File: src/logic/aar_pkg.sv
package aar_pkg;
  localparam int CLK_HZ   = 10_000_000;
  localparam int N_ALARM  = 4;
  // Long press threshold for acknowledge and reset
  localparam int HOLD_MS  = 2000;
  localparam int HOLD_CYC = (CLK_HZ / 1000) * HOLD_MS;
  // Key inactivity before a view closes
  localparam int IDLE_S   = 30;
  localparam int IDLE_CYC = CLK_HZ * IDLE_S;
  // Half periods of the two blink rates
  localparam int FAST_MS  = 125;
  localparam int FAST_CYC = (CLK_HZ / 1000) * FAST_MS;
  localparam int SLOW_MS  = 500;
  localparam int SLOW_CYC = (CLK_HZ / 1000) * SLOW_MS;
  // Key positions in the key vector
  localparam int N_KEY    = 7;
  localparam int K_CLEAR  = 0;
  localparam int K_OK     = 1;
  localparam int K_ESC    = 2;
  localparam int K_DOWN   = 3;
  localparam int K_UP     = 4;
  localparam int K_INFO   = 5;
  localparam int K_METER  = 6;
  typedef enum logic [2:0] {
    M_NORM, M_TEXT, M_METER, M_MAXQ, M_MINQ, M_CNTQ
  } aar_mode_t;
endpackage

File: src/logic/aar_blink.sv
`timescale 1ns/1ps
module aar_blink #(
  parameter int FAST_CYC = aar_pkg::FAST_CYC,
  parameter int SLOW_CYC = aar_pkg::SLOW_CYC
) (
  input  wire logic clock,
  input  wire logic rst,
  output logic      fast,
  output logic      slow
);
  typedef struct packed {
    logic [31:0] fcnt;
    logic [31:0] scnt;
    logic        f;
    logic        s;
  } aar_blink_t;
  aar_blink_t q, d;

  always_comb begin
    d = q;
    d.fcnt = q.fcnt + 32'h0000_0001;
    d.scnt = q.scnt + 32'h0000_0001;
    if (q.fcnt >= 32'(FAST_CYC - 1)) begin
      d.fcnt = '0;
      d.f = ~q.f;
    end
    if (q.scnt >= 32'(SLOW_CYC - 1)) begin
      d.scnt = '0;
      d.s = ~q.s;
    end
  end

  always_ff @(posedge clock) begin
    if (rst) begin
      q <= '0;
    end else begin
      q <= d;
    end
  end

  assign fast = q.f;
  assign slow = q.s;
endmodule

File: src/logic/aar_hold.sv
`timescale 1ns/1ps
module aar_hold #(
  parameter int HOLD_CYC = aar_pkg::HOLD_CYC
) (
  input  wire logic clock,
  input  wire logic rst,
  input  wire logic held,
  output logic      fire
);
  typedef struct packed {
    logic [31:0] cnt;
    logic        fired;
    logic        pulse;
  } aar_hold_t;
  aar_hold_t q, d;

  always_comb begin
    d = q;
    d.pulse = 1'b0;
    if (!held) begin
      d.cnt = '0;
      d.fired = 1'b0;
    end else if (!q.fired) begin
      d.cnt = q.cnt + 32'h0000_0001;
      // Fires once per press, strictly past the threshold
      if (q.cnt >= 32'(HOLD_CYC)) begin
        d.fired = 1'b1;
        d.pulse = 1'b1;
      end
    end
  end

  always_ff @(posedge clock) begin
    if (rst) begin
      q <= '0;
    end else begin
      q <= d;
    end
  end

  assign fire = q.pulse;
endmodule

File: src/logic/aar_panel.sv
`timescale 1ns/1ps
// How it works
// LED dark if inactive, steady if acknowledged, fast if unacknowledged, slow if gone.
// Without acknowledge-required flag, LEDs never flash; lit follows alarm state.
// Long clear press acknowledges the shown alarm; fast becomes steady, slow dark.
// With alarm reset configured, acknowledging also pulses that alarm's withdraw output.
// LEDs only for configured logic functions; others stay dark.
// Entering text view with no functions gives an error pulse and stays out.
// Text list holds up to four entries, only the configured functions.
// Shown entry selects active or inactive text by the alarm's present state.
// Text view opens on the highest priority entry.
// Text view closes after 30 s without a key; each key restarts the timer.
// Meter view opens from any mode and closes after 30 s without a key; here it opens only from normal and text view.
// Meter clear only when the reset right is granted; else ignored.
// Reset procedures start only on a long clear press over that quantity.
// Min/max: maximum prompt OK/down/ESC, then minimum prompt OK or abort.
// Meter reset prompt flashes; OK clears the meter, ESC ends without clearing.
// Change protection blocks every reset procedure.
// Fast and slow blink use two fixed periods, fast clearly shorter.
// Long press counted continuously, fires once per press past the threshold.
module aar_panel #(
  parameter int N_ALARM  = aar_pkg::N_ALARM,
  parameter int HOLD_CYC = aar_pkg::HOLD_CYC,
  parameter int IDLE_CYC = aar_pkg::IDLE_CYC,
  parameter int FAST_CYC = aar_pkg::FAST_CYC,
  parameter int SLOW_CYC = aar_pkg::SLOW_CYC
) (
  input  wire logic               clock,
  input  wire logic               rst,
  input  wire logic [N_ALARM-1:0] alarm_active,
  input  wire logic [N_ALARM-1:0] alarm_fn_cfg,
  input  wire logic               ack_required,
  input  wire logic               alarm_reset_cfg,
  input  wire logic               meter_reset_right,
  input  wire logic               change_protect,
  input  wire logic               disp_minmax,
  input  wire logic               disp_counter,
  input  wire logic [6:0]         key_pins,
  output logic      [N_ALARM-1:0] led_on,
  output logic      [N_ALARM-1:0] alarm_withdraw,
  output logic                    text_view,
  output logic      [1:0]         text_index,
  output logic                    text_active_sel,
  output logic                    text_error,
  output logic                    meter_view,
  output logic                    max_flash,
  output logic                    min_flash,
  output logic                    prompt_flash,
  output logic                    clear_max,
  output logic                    clear_min,
  output logic                    clear_meter,
  output logic                    clear_counter
);
  localparam int NK = aar_pkg::N_KEY;

  typedef struct packed {
    aar_pkg::aar_mode_t mode;
    logic [NK-1:0]      ks1;
    logic [NK-1:0]      ks2;
    logic [NK-1:0]      ks3;
    logic [31:0]        idle;
    logic [N_ALARM-1:0] prev;
    logic [N_ALARM-1:0] unack;
    logic [1:0]         idx;
    logic               tact;
    logic               from_meter;
    logic [N_ALARM-1:0] withdraw;
    logic               err;
    logic               cmax;
    logic               cmin;
    logic               cmtr;
    logic               ccnt;
  } aar_state_t;
  aar_state_t q, d;

  logic               fast;
  logic               slow;
  logic               hold_fire;
  logic [NK-1:0]      kr;
  logic               any_key;
  logic [N_ALARM-1:0] shown;
  logic [N_ALARM-1:0] ack_hit;
  logic [N_ALARM-1:0] rise;
  logic [1:0]         first_idx;
  logic [1:0]         up_idx;
  logic [1:0]         dn_idx;
  logic               may_reset;

  aar_blink #(
    .FAST_CYC (FAST_CYC),
    .SLOW_CYC (SLOW_CYC)
  ) u_blink (
    .clock (clock),
    .rst   (rst),
    .fast  (fast),
    .slow  (slow)
  );

  aar_hold #(
    .HOLD_CYC (HOLD_CYC)
  ) u_hold (
    .clock (clock),
    .rst   (rst),
    .held  (q.ks2[aar_pkg::K_CLEAR]),
    .fire  (hold_fire)
  );

  // Key edges only from the second sync stage onward
  assign kr      = q.ks2 & ~q.ks3;
  assign any_key = |kr;
  assign rise    = alarm_active & ~q.prev & alarm_fn_cfg;
  assign may_reset = !change_protect;

  // Index walk over configured entries only
  always_comb begin
    logic [1:0] j;
    first_idx = 2'h0;
    up_idx    = q.idx;
    dn_idx    = q.idx;
    j         = 2'h0;
    for (int i = N_ALARM - 1; i >= 0; i--) begin
      if (alarm_fn_cfg[i]) begin
        first_idx = 2'(i);
      end
    end
    // Lowest index is the highest priority; active ones first
    for (int i = N_ALARM - 1; i >= 0; i--) begin
      if (alarm_fn_cfg[i] && alarm_active[i]) begin
        first_idx = 2'(i);
      end
    end
    for (int i = 3; i >= 1; i--) begin
      j = q.idx + 2'(i);
      if (alarm_fn_cfg[j]) begin
        dn_idx = j;
      end
      j = q.idx - 2'(i);
      if (alarm_fn_cfg[j]) begin
        up_idx = j;
      end
    end
  end

  genvar g;
  generate
    for (g = 0; g < N_ALARM; g++) begin : g_ch
      assign shown[g]   = (q.mode == aar_pkg::M_TEXT) && (q.idx == 2'(g));
      assign ack_hit[g] = shown[g] && hold_fire && alarm_fn_cfg[g];
      always_comb begin
        if (!alarm_fn_cfg[g]) begin
          led_on[g] = 1'b0;
        end else if (!ack_required) begin
          led_on[g] = alarm_active[g];
        end else if (alarm_active[g]) begin
          led_on[g] = q.unack[g] ? fast : 1'b1;
        end else begin
          led_on[g] = q.unack[g] ? slow : 1'b0;
        end
      end
    end
  endgenerate

  always_comb begin
    d = q;
    d.ks1  = key_pins;
    d.ks2  = q.ks1;
    d.ks3  = q.ks2;
    d.prev = alarm_active;
    d.withdraw = '0;
    d.err  = 1'b0;
    d.cmax = 1'b0;
    d.cmin = 1'b0;
    d.cmtr = 1'b0;
    d.ccnt = 1'b0;
    // Event arriving with its acknowledge keeps the flag set
    d.unack = ((q.unack & ~ack_hit) | rise) & {N_ALARM{ack_required}};
    if (alarm_reset_cfg) begin
      d.withdraw = ack_hit;
    end
    d.idle = (any_key || q.mode == aar_pkg::M_NORM) ? '0 : q.idle + 32'h0000_0001;
    case (q.mode)
      aar_pkg::M_NORM: begin
        if (kr[aar_pkg::K_METER]) begin
          d.mode = aar_pkg::M_METER;
        end else if (kr[aar_pkg::K_INFO]) begin
          if (alarm_fn_cfg == '0) begin
            d.err = 1'b1;
          end else begin
            d.mode = aar_pkg::M_TEXT;
            d.idx  = first_idx;
          end
        end else if (hold_fire && may_reset && disp_minmax) begin
          d.mode = aar_pkg::M_MAXQ;
        end else if (hold_fire && may_reset && disp_counter) begin
          d.mode = aar_pkg::M_CNTQ;
          d.from_meter = 1'b0;
        end
      end
      aar_pkg::M_TEXT: begin
        if (kr[aar_pkg::K_ESC] || q.idle >= 32'(IDLE_CYC - 1)) begin
          d.mode = aar_pkg::M_NORM;
        end else if (kr[aar_pkg::K_METER]) begin
          d.mode = aar_pkg::M_METER;
        end else if (kr[aar_pkg::K_DOWN]) begin
          d.idx = dn_idx;
        end else if (kr[aar_pkg::K_UP]) begin
          d.idx = up_idx;
        end
      end
      aar_pkg::M_METER: begin
        if (kr[aar_pkg::K_ESC] || q.idle >= 32'(IDLE_CYC - 1)) begin
          d.mode = aar_pkg::M_NORM;
        end else if (hold_fire && may_reset && meter_reset_right) begin
          d.mode = aar_pkg::M_CNTQ;
          d.from_meter = 1'b1;
        end
      end
      aar_pkg::M_MAXQ: begin
        if (kr[aar_pkg::K_OK]) begin
          d.cmax = may_reset;
          d.mode = aar_pkg::M_MINQ;
        end else if (kr[aar_pkg::K_DOWN]) begin
          d.mode = aar_pkg::M_MINQ;
        end else if (kr[aar_pkg::K_ESC]) begin
          d.mode = aar_pkg::M_NORM;
        end
      end
      aar_pkg::M_MINQ: begin
        if (kr[aar_pkg::K_OK]) begin
          d.cmin = may_reset;
          d.mode = aar_pkg::M_NORM;
        end else if (any_key) begin
          d.mode = aar_pkg::M_NORM;
        end
      end
      aar_pkg::M_CNTQ: begin
        if (kr[aar_pkg::K_OK]) begin
          d.cmtr = q.from_meter && may_reset && meter_reset_right;
          d.ccnt = !q.from_meter && may_reset;
          d.mode = q.from_meter ? aar_pkg::M_METER : aar_pkg::M_NORM;
        end else if (kr[aar_pkg::K_ESC]) begin
          d.mode = q.from_meter ? aar_pkg::M_METER : aar_pkg::M_NORM;
        end
      end
      default: begin
        d.mode = aar_pkg::M_NORM;
      end
    endcase
    d.tact = alarm_active[d.idx];
  end

  always_ff @(posedge clock) begin
    if (rst) begin
      q <= '0;
    end else begin
      q <= d;
    end
  end

  assign alarm_withdraw  = q.withdraw;
  assign text_view       = (q.mode == aar_pkg::M_TEXT);
  assign text_index      = q.idx;
  assign text_active_sel = q.tact;
  assign text_error      = q.err;
  assign meter_view      = (q.mode == aar_pkg::M_METER);
  assign max_flash       = (q.mode == aar_pkg::M_MAXQ);
  assign min_flash       = (q.mode == aar_pkg::M_MINQ);
  assign prompt_flash    = (q.mode == aar_pkg::M_MAXQ) || (q.mode == aar_pkg::M_MINQ)
                           || (q.mode == aar_pkg::M_CNTQ);
  assign clear_max       = q.cmax;
  assign clear_min       = q.cmin;
  assign clear_meter     = q.cmtr;
  assign clear_counter   = q.ccnt;

  a_led_dark_unconfigured: assert property (
    @(posedge clock) disable iff (rst) (led_on & ~alarm_fn_cfg) == '0
  ) else $error("LED lit for unconfigured alarm");

  a_led_no_flash: assert property (
    @(posedge clock) disable iff (rst)
    !ack_required |-> led_on == (alarm_active & alarm_fn_cfg)
  ) else $error("LED flashes without acknowledge required");

  a_led_fast_flash: assert property (
    @(posedge clock) disable iff (rst)
    ack_required |->
      ((led_on ^ {N_ALARM{fast}}) & alarm_fn_cfg & alarm_active & q.unack) == '0
  ) else $error("Unacknowledged active alarm not fast flashing");

  a_led_slow_flash: assert property (
    @(posedge clock) disable iff (rst)
    ack_required |->
      ((led_on ^ {N_ALARM{slow}}) & alarm_fn_cfg & ~alarm_active & q.unack) == '0
  ) else $error("Unacknowledged past alarm not slow flashing");

  a_prompt_needs_hold: assert property (
    @(posedge clock) disable iff (rst)
    (!prompt_flash && !hold_fire) |=> !prompt_flash
  ) else $error("Reset prompt opened without a long press");

  a_ack_clears_flag: assert property (
    @(posedge clock) disable iff (rst)
    (hold_fire && q.mode == aar_pkg::M_TEXT && alarm_fn_cfg[q.idx] && !rise[q.idx])
    |=> !q.unack[$past(q.idx)]
  ) else $error("Acknowledge did not clear the shown alarm");

  a_withdraw_on_ack: assert property (
    @(posedge clock) disable iff (rst)
    (alarm_reset_cfg && |ack_hit) |=> alarm_withdraw == $past(ack_hit)
  ) else $error("Withdraw missing after acknowledge");

  a_error_no_view: assert property (
    @(posedge clock) disable iff (rst)
    (q.mode == aar_pkg::M_NORM && kr[aar_pkg::K_INFO] && !kr[aar_pkg::K_METER]
     && alarm_fn_cfg == '0) |=> text_error && !text_view
  ) else $error("Empty alarm list did not raise error");

  a_text_timeout: assert property (
    @(posedge clock) disable iff (rst)
    (text_view && q.idle >= 32'(IDLE_CYC - 1)) |=> !text_view
  ) else $error("Text view outlived the idle time");

  a_meter_timeout: assert property (
    @(posedge clock) disable iff (rst)
    (meter_view && !any_key && q.idle >= 32'(IDLE_CYC - 1)) |=> !meter_view
  ) else $error("Meter view outlived the idle time");

  a_meter_right: assert property (
    @(posedge clock) disable iff (rst)
    !$past(meter_reset_right) |-> !clear_meter
  ) else $error("Meter cleared without reset right");

  a_minmax_order: assert property (
    @(posedge clock) disable iff (rst)
    (max_flash && kr[aar_pkg::K_OK]) |=> min_flash ##0 (clear_max || $past(change_protect))
  ) else $error("Maximum confirm did not advance");

  a_protect_blocks: assert property (
    @(posedge clock) disable iff (rst)
    $past(change_protect) |-> !(clear_max || clear_min || clear_meter || clear_counter)
  ) else $error("Reset carried out under protection");

  a_text_first_prio: assert property (
    @(posedge clock) disable iff (rst)
    (q.mode == aar_pkg::M_NORM && kr[aar_pkg::K_INFO] && !kr[aar_pkg::K_METER]
     && alarm_fn_cfg != '0) |=> text_view && text_index == $past(first_idx)
  ) else $error("Text view did not open on top entry");
endmodule

File: config.mk
export PLATFORM = sky130hd
export DESIGN_NAME = aar_panel
export DESIGN_NICKNAME = d
export VERILOG_FILES = /design/src/logic/aar_pkg.sv /design/src/logic/aar_blink.sv /design/src/logic/aar_hold.sv /design/src/logic/aar_panel.sv
export SDC_FILE = /design/constraint.sdc
export NUM_CORES = 1
export LEC_CHECK = 0
export BUFFER_PORTS_ARGS = -buffer_cell sky130_fd_sc_hd__buf_2
export CAP_MARGIN = 20
export CORE_UTILIZATION = 35
export CTS_CLUSTER_DIAMETER = 50
export DETAILED_ROUTE_END_ITERATION = 6
export SLEW_MARGIN = 20
export SYNTH_ARGS = -nofsm -noshare
export SYNTH_HDL_FRONTEND = slang
export SYNTH_HIERARCHICAL = 1
export SYNTH_SLANG_ARGS = --single-unit
File: constraint.sdc
create_clock -name clock -period 7.9 [get_ports clock]
set_input_delay 1.185 -clock clock [delete_from_list [all_inputs] [get_ports clock]]
set_output_delay 1.185 -clock clock [all_outputs]
set_load 0.03 [all_outputs]
# == After elaboration in Yosys (flattened, before gate mapping) ==
# Cells that the tools add are included.
# word_totals
reg_bits,177
inputBits,23
out_inout_bits,21
word_cells,215
# classes
n_addsub,10
order_cmp,11
n_eq_ne,21
n_mux,85
bitwise,19
reduce_logical,46
# ops
operator,n
adder 32 x 1 -> 32 bit (second input constant),4
two-way mux 2 bit,24
two-way mux 3 bit,16
two-way mux 1 bit,35
greater-or-equal comparator 32 x 21 -> 1 bit (second input constant),1
greater-or-equal comparator 32 x 23 -> 1 bit (second input constant),1
greater-or-equal comparator 32 x 25 -> 1 bit (second input constant),1
greater-or-equal comparator 32 x 29 -> 1 bit (second input constant),1
logical AND 1 bit,23
less-than comparator 2 x 3 -> 1 bit (second input constant),7
one-hot mux 3 bit (6 select lines),1
bitwise AND 4 bit,4
binary-select mux 1 bit (select 2 bit),7
AND reduction 7 bit,2
OR reduction 2 bit,7
inverter 1 bit,10
inequality test 3 x 1 -> 1 bit (second input constant),3
inequality test 2 bit (second input constant),4
inverter 4 bit,2
bitwise AND 7 bit,1
inverter 7 bit,1
OR reduction 7 bit,1
equality test 3 x 2 -> 1 bit (second input constant),2
equality test 3 bit (second input constant),2
other kinds (23),32

# == Logic depth before layout (Yosys ltp) ==
# Gate-level depths: netlist of run 1.
# depth
ltp_word,14
mapped_depth,11
ltp_nobuf,10

# == By module ==
# Netlist of run 1, hierarchy kept.
# by_module_without_submodules
module,n_inst,cells_per_inst,area_each_um2,seq_area_each_um2
aar_panel,1,415,3554.7,1541.5
aar_blink,1,267,2711.4,1321.3
aar_hold,1,195,1672.9,680.7

# == Worst setup path after synthesis of run 1 ==
# Ideal clock, no wire load.
# synth_path
kind,input to output
startpoint,input port alarm_fn_cfg[0]
endpoint,output port led_on[0]
t_arrival_ns,1.951
required_ns,6.715
slack_ns,4.764
stages,3
path_buffers,1
cell_sequence,clkbuf_1 -> o21ai_0 -> nor2_1
# synth_between
elab_chain_cells,1
# synth_lines
element,line_no,text
"start, declared",aar_panel.sv:31,"input wire logic [N_ALARM-1:0] alarm_fn_cfg,"
two-way mux 1 bit,aar_panel.sv:150,if (!alarm_fn_cfg[g]) begin
"end, declared",aar_panel.sv:39,"output logic [N_ALARM-1:0] led_on,"
# Every way passes these cells.

# == Final worst setup path of run 1 ==
# layout_path
startpoint,input port ack_required
endpoint,output port led_on[1]
# layout_between
elab_chain_cells,2
# layout_lines
element,line_no,text
"start, declared",aar_panel.sv:32,"input wire logic ack_required,"
two-way mux 1 bit,aar_panel.sv:152,end else if (!ack_required) begin
two-way mux 1 bit,aar_panel.sv:150,
# Every way passes these cells.

==> results.yml, run 1 <==
global_routing:
  grt_pass1_vias: 5578
  gr-total-overflow: 0
  grt_max_degree: 43
  grt_pass1_wl_um: 26900
  grt_use_total_pct: 14.0
  antenna_found_initial: 3
sta:
  max_freq_mhz: 326
  fin_skew_ps: 10.8
  max_slew_margin_pct: 32.7
  rsz0062_at_grt: "no"
  finalSetupViolCount: 0
  finalSetupTns_ps: 0
  min_period_ps: 3060
  fin_crit_sh_pct: 38.8
  hold_violations: 0
  maxSlewViolCount: 0
  tightest_slew_ps: 1010
yosys:
  postSynthAreaPerCell_um2: 9.05
  synth_area_um2: 7940
  ys.flop_type: "dfxtp_1"
  yosysWarnings: 6
  synth_edf_count: 0
  synth.distinct_cells: 75
  synth_seq_cells: 177
  async_reset_ff_share_pct: 0
  syn_inst: 877
  ys_seq_area_share_pct: 44.6
routing:
  first_pass_iters: 7
  drcViolationCount: 2
  wl_per_cell_um: 13.1
  drt_iter0_drc: 375
  via_per_inst: 4.97
  antenna_left: 0
  wl_um: 15800
  via_count: 6022
clock_tree:
  ctsHoldBuffers: 0
  insertion_delay_ps: 430
  cts_tree: "built"
  clk_pin_slew_ps: 60
  cts_buffer_depth: 2
  cts_sinks: 177
  cts_root_buffer: "clkbuf_16"
  h-tree-depth: 4
  post_cts_resized: 0
  cts_setup_buffers: 0
  cts_buffers: 17
floorplan:
  die_width_um: 153
  core_area_um2: 22000
  rows: 54
  start_util_pct: 36.0
  pin_count: 44
  die_h_um: 153
  dieArea_um2: 23300
finish:
  final_cell_mix: "dfxtp_1 (177), nor2_1 (101), nand2_1 (62)"
  nets: 951
  diodes: 0
  fillers: 2181
  final_common_cell: "dfxtp_1"
  drive_above_1_share_pct: 12.9
  multi_input_area_um2: 4140
  final-seq-area_um2: 3540
  syn2layout_area_growth_pct: 13.6
  stdcell_count: 1212
power_and_ir_drop:
  p_sw_w: 0.000515
  pwr-share-comb_pct: 9.4
  cell_internal_pwr_w: 0.00156
  p_seq_share_pct: 45.4
  swShare_pct: 24.8
  leakage_nw: 3.10
  power_density_nw_per_um2: 230
  p_clk_share_pct: 45.2
  ir_worst_vdd_v: 0.000127
  p_total_w: 0.00208
placed_design:
  post-place-cells: 1180
  numPortBuffers: 43
  place.gp.congestion: 0.790
  post-dp-hpwl_um: 10900
setup_path:
  worstPathArrival_ps: 1880
  crit_type: "in -> out"
  required_ps: 6710
  endpoint_kind: "primary output"
  crit_path_max_fanout: 6
  worstSetupStartpointType: "input port"
hold_path:
  hp-class: "reg -> reg"
outcome:
  outcome: "finished, violations left"
  violations: "DRC"
run:
  cap_violations: 0
## sequential cells by signal, indices dropped and copies added, names as in the netlist
signal           cells
u_blink/fast         1
alarm_withdraw       4
clear_meter          1
u_blink/q           64
text_index           2
text_active_sel      1
u_hold/fire          1
clear_min            1
clear_counter        1
d                   14
q                   51
u_blink/slow         1
clear_max            1
u_hold/q            33
text_error           1
## layout make-up
cell class	count	area share [%]
well taps	280	3.89
multi-input cells	653	45.9
repair buffers	44	2.47
clock inverters	13	2.47
flip-flops and latches	177	39.3
clock buffers	19	4.91
inverters	26	1.08
## per-stage QoR
step                      worst slack, ps  utilization [%]  hold slack, ps  area (um2)
after floorplan                      4760                -             412        8010
after global placement               4830             37.9             422        8340
after detailed placement             4840             37.9             423        8340
after CTS                            4840             40.9             435        9010
after global routing                 4750             40.9             454        9010
final                                4840             40.9             436        9010
## metal layers
layer  vias up  track usage, %  routed length (um)
met5         -               0                  23
met4         4            4.47                 181
met3        21            3.56                 619
met2        92            22.3                7120
met1      2781            18.5                7880
li1       3124               -                   -
## critical path: stages
cell	delay, ps
buf_2	140
nand2b_1	110
o21ai_0	210
nor2_1	60
buf_2	180
## cell families (layout without fill, tap and decap cells)
| logic type | after synthesis | in the layout | share of synthesized area (%) |
|---|---|---|---|
| compound gates | 122 | 122 | 10.4 |
| xor+xnor | 78 | 78 | 8.61 |
| simple gates | 413 | 413 | 28.9 |
| other cells | 1 | 20 | 0.0472 |
| fa+ha+maj | 9 | 9 | 1.42 |
| buf+inv | 66 | 102 | 4.32 |
| mux | 11 | 11 | 1.64 |
| flops | 177 | 177 | 44.6 |
## final timing paths
| kind | cells past startpoint | slack (ps) | endpoint | from |
|---|---|---|---|---|
| setup / recovery | 5 | 4840 | led_on[1] | ack_required |
| hold / removal | 1 | 440 | d[55] | d[62] |
| setup reg to reg | 9 | 5160 | text_active_sel | text_index[0] |
| hold reg to reg | 1 | 440 | d[55] | d[62] |
## cell usage after synthesis (all sizes together), types with 2 or more instances
library cell  count  share of area, %
or4              12               1.2
o2111ai           2              0.30
nor4bb            2              0.25
or3              19               1.6
mux2i             7              0.88
and4b             2              0.25
and3             16               1.3
dfxtp           177                45
o21ai            31               2.0
nand4b            4              0.63
xnor2            32               3.5
mux2              3              0.47
or2               4              0.32
nand3            36               2.3
and4              7              0.77
a21o              2              0.19
nand2            62               2.9
a211o             2              0.22
o41ai             2              0.22
o211a             2              0.25
ha                9               1.4
or4b              2              0.25
nand3b            5              0.47
nor2b            32               2.5
and2              6              0.47
o31ai             6              0.57
a311o             2              0.25
nor3             24               1.6
clkbuf           24               1.1
a2111oi           2              0.30
buf              16               2.0
a31oi             8              0.63
nor4             13               1.0
nor2            121               7.5
nand4            28               2.2
a211oi            5              0.69
o311ai            5              0.65
o21a              4              0.38
inv              26               1.2
a21oi            38               2.4
xor2             46               5.1
nand2b           15               1.2
## power by group through the flow
stage | Combinational [W] | Sequential (W) | Clock, W
after floorplan | 0.000155 | 0.000947 | 0
after global placement | 0.000192 | 0.000962 | 0
after global routing | 0.000217 | 0.000946 | 0.00100
after CTS | 0.000194 | 0.000942 | 0.000963
final | 0.000194 | 0.000942 | 0.000939
after detailed placement | 0.000192 | 0.000963 | 0
Power figures use the tool's default switching activity.
==> inputs of run 2 (changes only) <==
- ABC_AREA: not set -> 1
- clock period: 7.9 -> 2.7 ns (I/O delays scaled with it)
==> results.yml, run 2 <==
yosys:
  yosysTopAreaCellShare_pct: 40.6
  synth_top_area_cell: "dfxtp_1"
  postSynthAreaPerCell_um2: 6.78
  yosysMostFrequentCell: "nand2_1"
  synth_edf_count: 0
  async_reset_ff_share_pct: 0
  syn_inst: 1288
  ys_seq_area_share_pct: 40.6
  yosysWarnings: 6
  ys.flop_type: "dfxtp_1"
  synth_common_cells: "nand2_1 (278), nor2_1 (242), inv_1 (183), dfxtp_1 (177), nand3_1 (83)"
  synth_area_um2: 8730
  synth_area_leaders: "dfxtp_1 (41%), nand2_1 (12%), nor2_1 (10%)"
  synth.distinct_cells: 51
  synth_seq_cells: 177
finish:
  diodes: 0
  final_common_cell: "nand2_1"
  largest_reg_flops: 64
  drive_above_1_share_pct: 10.8
  nets: 1384
  reg_top3: "u_blink/q: 64 flops, q: 51 flops, u_hold/q: 33 flops"
  final_cell_mix: "nand2_1 (278), nor2_1 (242), inv_1 (183)"
  regMostFlops: "u_blink/q"
  syn2layout_area_growth_pct: 13.3
  final_util_pct: 40.6
sta:
  max_freq_mhz: 446
  finalSetupTns_ps: 0
  rsz0062_at_grt: "no"
  fin_crit_sh_pct: 83.1
  whs_ps: 191
  fin_skew_ps: 8.97
  min_period_ps: 2240
  layout_setup_ws_ps: 455
  finalSetupViolCount: 0
  hold_violations: 0
  maxSlewViolCount: 0
clock_tree:
  cts_buffer_depth: 2
  insertion_delay_ps: 430
  cts_sinks: 177
  cts_root_buffer: "clkbuf_16"
  ctsHoldBuffers: 0
  post_cts_resized: 0
  cts_buffers: 17
  cts_setup_buffers: 0
  cts_tree: "built"
  clk_pin_slew_ps: 70
  h-tree-depth: 4
run:
  cap_violations: 0
placed_design:
  place.gp.congestion: 0.876
  numPortBuffers: 43
  place_ws_ps: 489
  post-dp-hpwl_um: 14200
routing:
  first_pass_iters: 5
  wl_per_cell_um: 11.1
  via_per_inst: 4.59
  wl_um: 18700
  drcViolationCount: 0
  via_count: 7756
  antenna_left: 0
  drt_iter0_drc: 511
setup_path:
  reg2reg_to: "text_active_sel"
  rr_startpoint: "text_index[1]"
  worstPathArrival_ps: 2570
  crit_path_max_fanout: 7
  worstRegToRegCells: 18
  crit_type: "reg -> reg"
  r2r_slack_ps: 460
  required_ps: 3020
  worstSetupStartpointType: "register"
  endpoint_kind: "register"
floorplan:
  core_area_um2: 24400
  die_h_um: 160
  dieArea_um2: 25600
  die_width_um: 160
  start_util_pct: 35.8
  pin_count: 44
  rows: 57
hold_path:
  min_to: "d[64]"
  min_path_cells: 3
  hp-class: "in -> reg"
  min_from: "key_pins[4]"
global_routing:
  grt_pass1_wl_um: 33200
  grt_pass1_vias: 7341
  grt_max_degree: 27
  grt_use_total_pct: 15.7
  gr-total-overflow: 0
  antenna_found_initial: 0
power_and_ir_drop:
  leakage_nw: 3.97
  power_density_nw_per_um2: 601
  ir_worst_vdd_v: 0.000396
outcome:
  outcome: "completed"
## run 2: final cells by class
type	count	area (um2)
multi-input combinational	912	4380
fill	2648	14500
tap	324	405
clock buffer	20	457
timing repair buffer	46	238
clock inverter	12	125
inverter	198	743
sequential	177	3540
## run 2: stage by stage
stage | std cells | total power [W] | instance area, um2
floorplan | 1307 | 0.00339 | 8800
global placement | 1657 | 0.00359 | 9310
detailed placement | 1657 | 0.00359 | 9310
CTS | 1689 | 0.00603 | 9890
global route | 1689 | 0.00629 | 9890
finish | 1689 | 0.00595 | 9890
## run 2: worst max-delay path, stage by stage (launching register included)
cell and delay [ps]:
dfxtp_1 470, inv_1 190, ha_1 340, inv_1 80, nand3_1 100, nand2_1 90
inv_1 40, nand2_1 50, nand2_1 40, nand2_1 60, nand2_1 70, nor2_1 100
nand2_1 50, nand3_1 90, nand2_1 80, nand2_1 100, nand2_1 60, nand3_1 60
nand2_1 50
## run 2: worst max-delay path by stage
stage	endpoint	startpoint	slack [ps]	depth (start not counted)
finish	text_active_sel	text_index[1]	460	18
global route	text_active_sel	text_index[0]	120	18
CTS	text_active_sel	text_index[1]	470	18
detailed placement	text_active_sel	text_index[1]	490	18
global placement	text_active_sel	text_index[0]	560	18
floorplan	prompt_flash	q[75]	640	4
## run 2: layer usage
| metal | wire length (um) | track usage, % | vias to the layer above |
|---|---|---|---|
| li1 | - | - | 4169 |
| met1 | 9380 | 20.3 | 3457 |
| met2 | 8460 | 25.8 | 108 |
| met3 | 632 | 3.51 | 22 |
| met4 | 246 | 4.81 | 0 |
| met5 | 0 | 0 | - |
## run 2: logic make-up after synthesis
family,count (synthesis),share of synthesized area (%)
AO/OA/AOI/OAI,117,7.37
AND/OR/NAND/NOR,739,38.0
XOR/XNOR,27,2.71
buffers and inverters,218,10.0
other,1,0.0430
flip-flops,177,40.6
adder cells (fa/ha/maj),9,1.29
## run 2: power by group
group	internal, W	switching (W)	leakage [nW]
sequential	0.00268	0.0000562	1.44
combinational	0.000244	0.000556	2.25
clock	0.00134	0.00107	0.282
total	0.00427	0.00168	3.97
==> inputs of run 3 (changes only) <==
- ABC_AREA: 1 -> 0
- clock period: 2.7 -> 2.15 ns (I/O delays scaled with it)
==> results.yml, run 3 (synthesis gave the netlist of run 1 again) <==
floorplan:
  die_width_um: 153
  die_h_um: 153
  start_util_pct: 36.0
  core_area_um2: 22000
  pin_count: 44
  rows: 54
  dieArea_um2: 23300
global_routing:
  grt_max_degree: 33
  grt_use_total_pct: 14.0
  antenna_found_initial: 0
  grt_pass1_vias: 5602
  gr-total-overflow: 0
  grt_pass1_wl_um: 27000
setup_path:
  worstPathArrival_ps: 2590
  worstSetupStartpointType: "register"
  slowest_stage: "or4_4"
  path_cells: "or4_4, a211oi_4, o221ai_2, a211oi_4, buf_6, o311ai_4, mux2_4, o2bb2ai_2"
  required_ps: 2460
  crit_type: "reg -> reg"
  cp_common_cell: "a211oi_4"
  endpoint_kind: "register"
  cp_slowest_stage_delay_ps: 540
  crit_path_max_fanout: 4
routing:
  drcViolationCount: 7
  wl_um: 16000
  antenna_left: 0
  via_per_inst: 4.85
  first_pass_iters: 7
  drt_iter0_drc: 337
  via_count: 6236
  wl_per_cell_um: 12.4
sta:
  rsz0062_at_grt: "yes"
  finalSetupViolCount: 4
  fin_crit_sh_pct: 106
  min_period_ps: 2280
  max_slew_margin_pct: 53.3
  layout_setup_ws_ps: -130
  maxSlewViolCount: 0
  hold_violations: 0
  max_freq_mhz: 439
  fin_skew_ps: 9.01
  tightest_slew_ps: 682
clock_tree:
  cts_buffer_depth: 2
  h-tree-depth: 4
  ctsHoldBuffers: 0
  clk_pin_slew_ps: 70
  cts_root_buffer: "clkbuf_16"
  cts_sinks: 177
  cts_buffers: 17
  cts_tree: "built"
  insertion_delay_ps: 420
placed_design:
  post-place-cells: 1253
  place_ws_ps: -150
  place.gp.congestion: 0.813
  numPortBuffers: 43
  post-dp-hpwl_um: 11400
  dpl_cell_area_um2: 8970
power_and_ir_drop:
  ir_worst_vdd_v: 0.000453
  leakage_nw: 3.48
  power_density_nw_per_um2: 751
  p_total_w: 0.00722
finish:
  regMostFlops: "u_blink/q"
  largest_reg_flops: 64
  diodes: 0
  final_cell_mix: "dfxtp_1 (175), nor2_1 (100), buf_4 (71)"
  stdcell_count: 1286
  drive_above_1_share_pct: 20.6
  final_common_cell: "dfxtp_1"
  fin_area_um2: 9610
  nets: 1026
  reg_top3: "u_blink/q: 64 flops, q: 51 flops, u_hold/q: 33 flops"
  syn2layout_area_growth_pct: 21.0
run:
  cap_violations: 0
hold_path:
  hp-class: "in -> reg"
outcome:
  violations: "DRC, setup timing"
  outcome: "finished, violations left"
-- run 3: metrics by stage --
step / util (%) / setup TNS (ps) / hold WS [ps]
after floorplan: - / -150 / 399
after global placement: 40.7 / -292 / 424
after detailed placement: 40.7 / -330 / 420
after CTS: 43.4 / -280 / 108
after global routing: 43.6 / -807 / 109
final: 43.6 / -239 / 129
-- run 3: power breakdown --
group | switching (W) | internal (W) | leakage, nW | total (W)
Sequential | 0.0000364 | 0.00336 | 1.44 | 0.00340
Clock | 0.00128 | 0.00157 | 0.254 | 0.00286
Combinational | 0.000574 | 0.000389 | 1.79 | 0.000964
Total | 0.00189 | 0.00532 | 3.48 | 0.00722
-- run 3: critical path, delay by kind of cell, from the launching register on --
family | cells | cell delay, ps
AND/OR/NAND/NOR | 1 | 540
flip-flops | 1 | 310
buffers and inverters | 1 | 170
multiplexers | 1 | 330
AO/OA/AOI/OAI | 5 | 820
-- run 3: path summary, 6_finish.rpt --
check,start,to,slack (ps),depth (start not counted)
setup / recovery,q[31],text_active_sel,-130,8
hold / removal,key_pins[3],d[63],130,2
setup reg to reg,q[31],text_active_sel,-130,8
hold reg to reg,d[62],d[55],430,1
-- run 3: repair_timing --
item                       4_1_cts  5_1_grt
buffers inserted                 1        1
pin swaps                        2        5
hold endpoints to repair         0        0
resized for setup                6        9
setup endpoints to repair        6       10
-- run 3: area by class of cell --
type,instances,area [um2]
repair buffers,119,840
multi-input cells,653,4220
fillers,2119,12400
clock inverters,10,81.3
clock buffers,21,470
inverters,26,97.6
flip-flops and latches,177,3550
well taps,280,350
-- run 3: layer usage --
layer  vias up  part of all wire [%]  GRT usage [%]  wire (um)
li1       3273                     -              -          -
met1      2853                    52           19.4       8270
met2        95                    43           21.2       6880
met3        15                   3.6           2.79        574
met4         0                   1.5           5.63        244
met5         -                     0              0          0
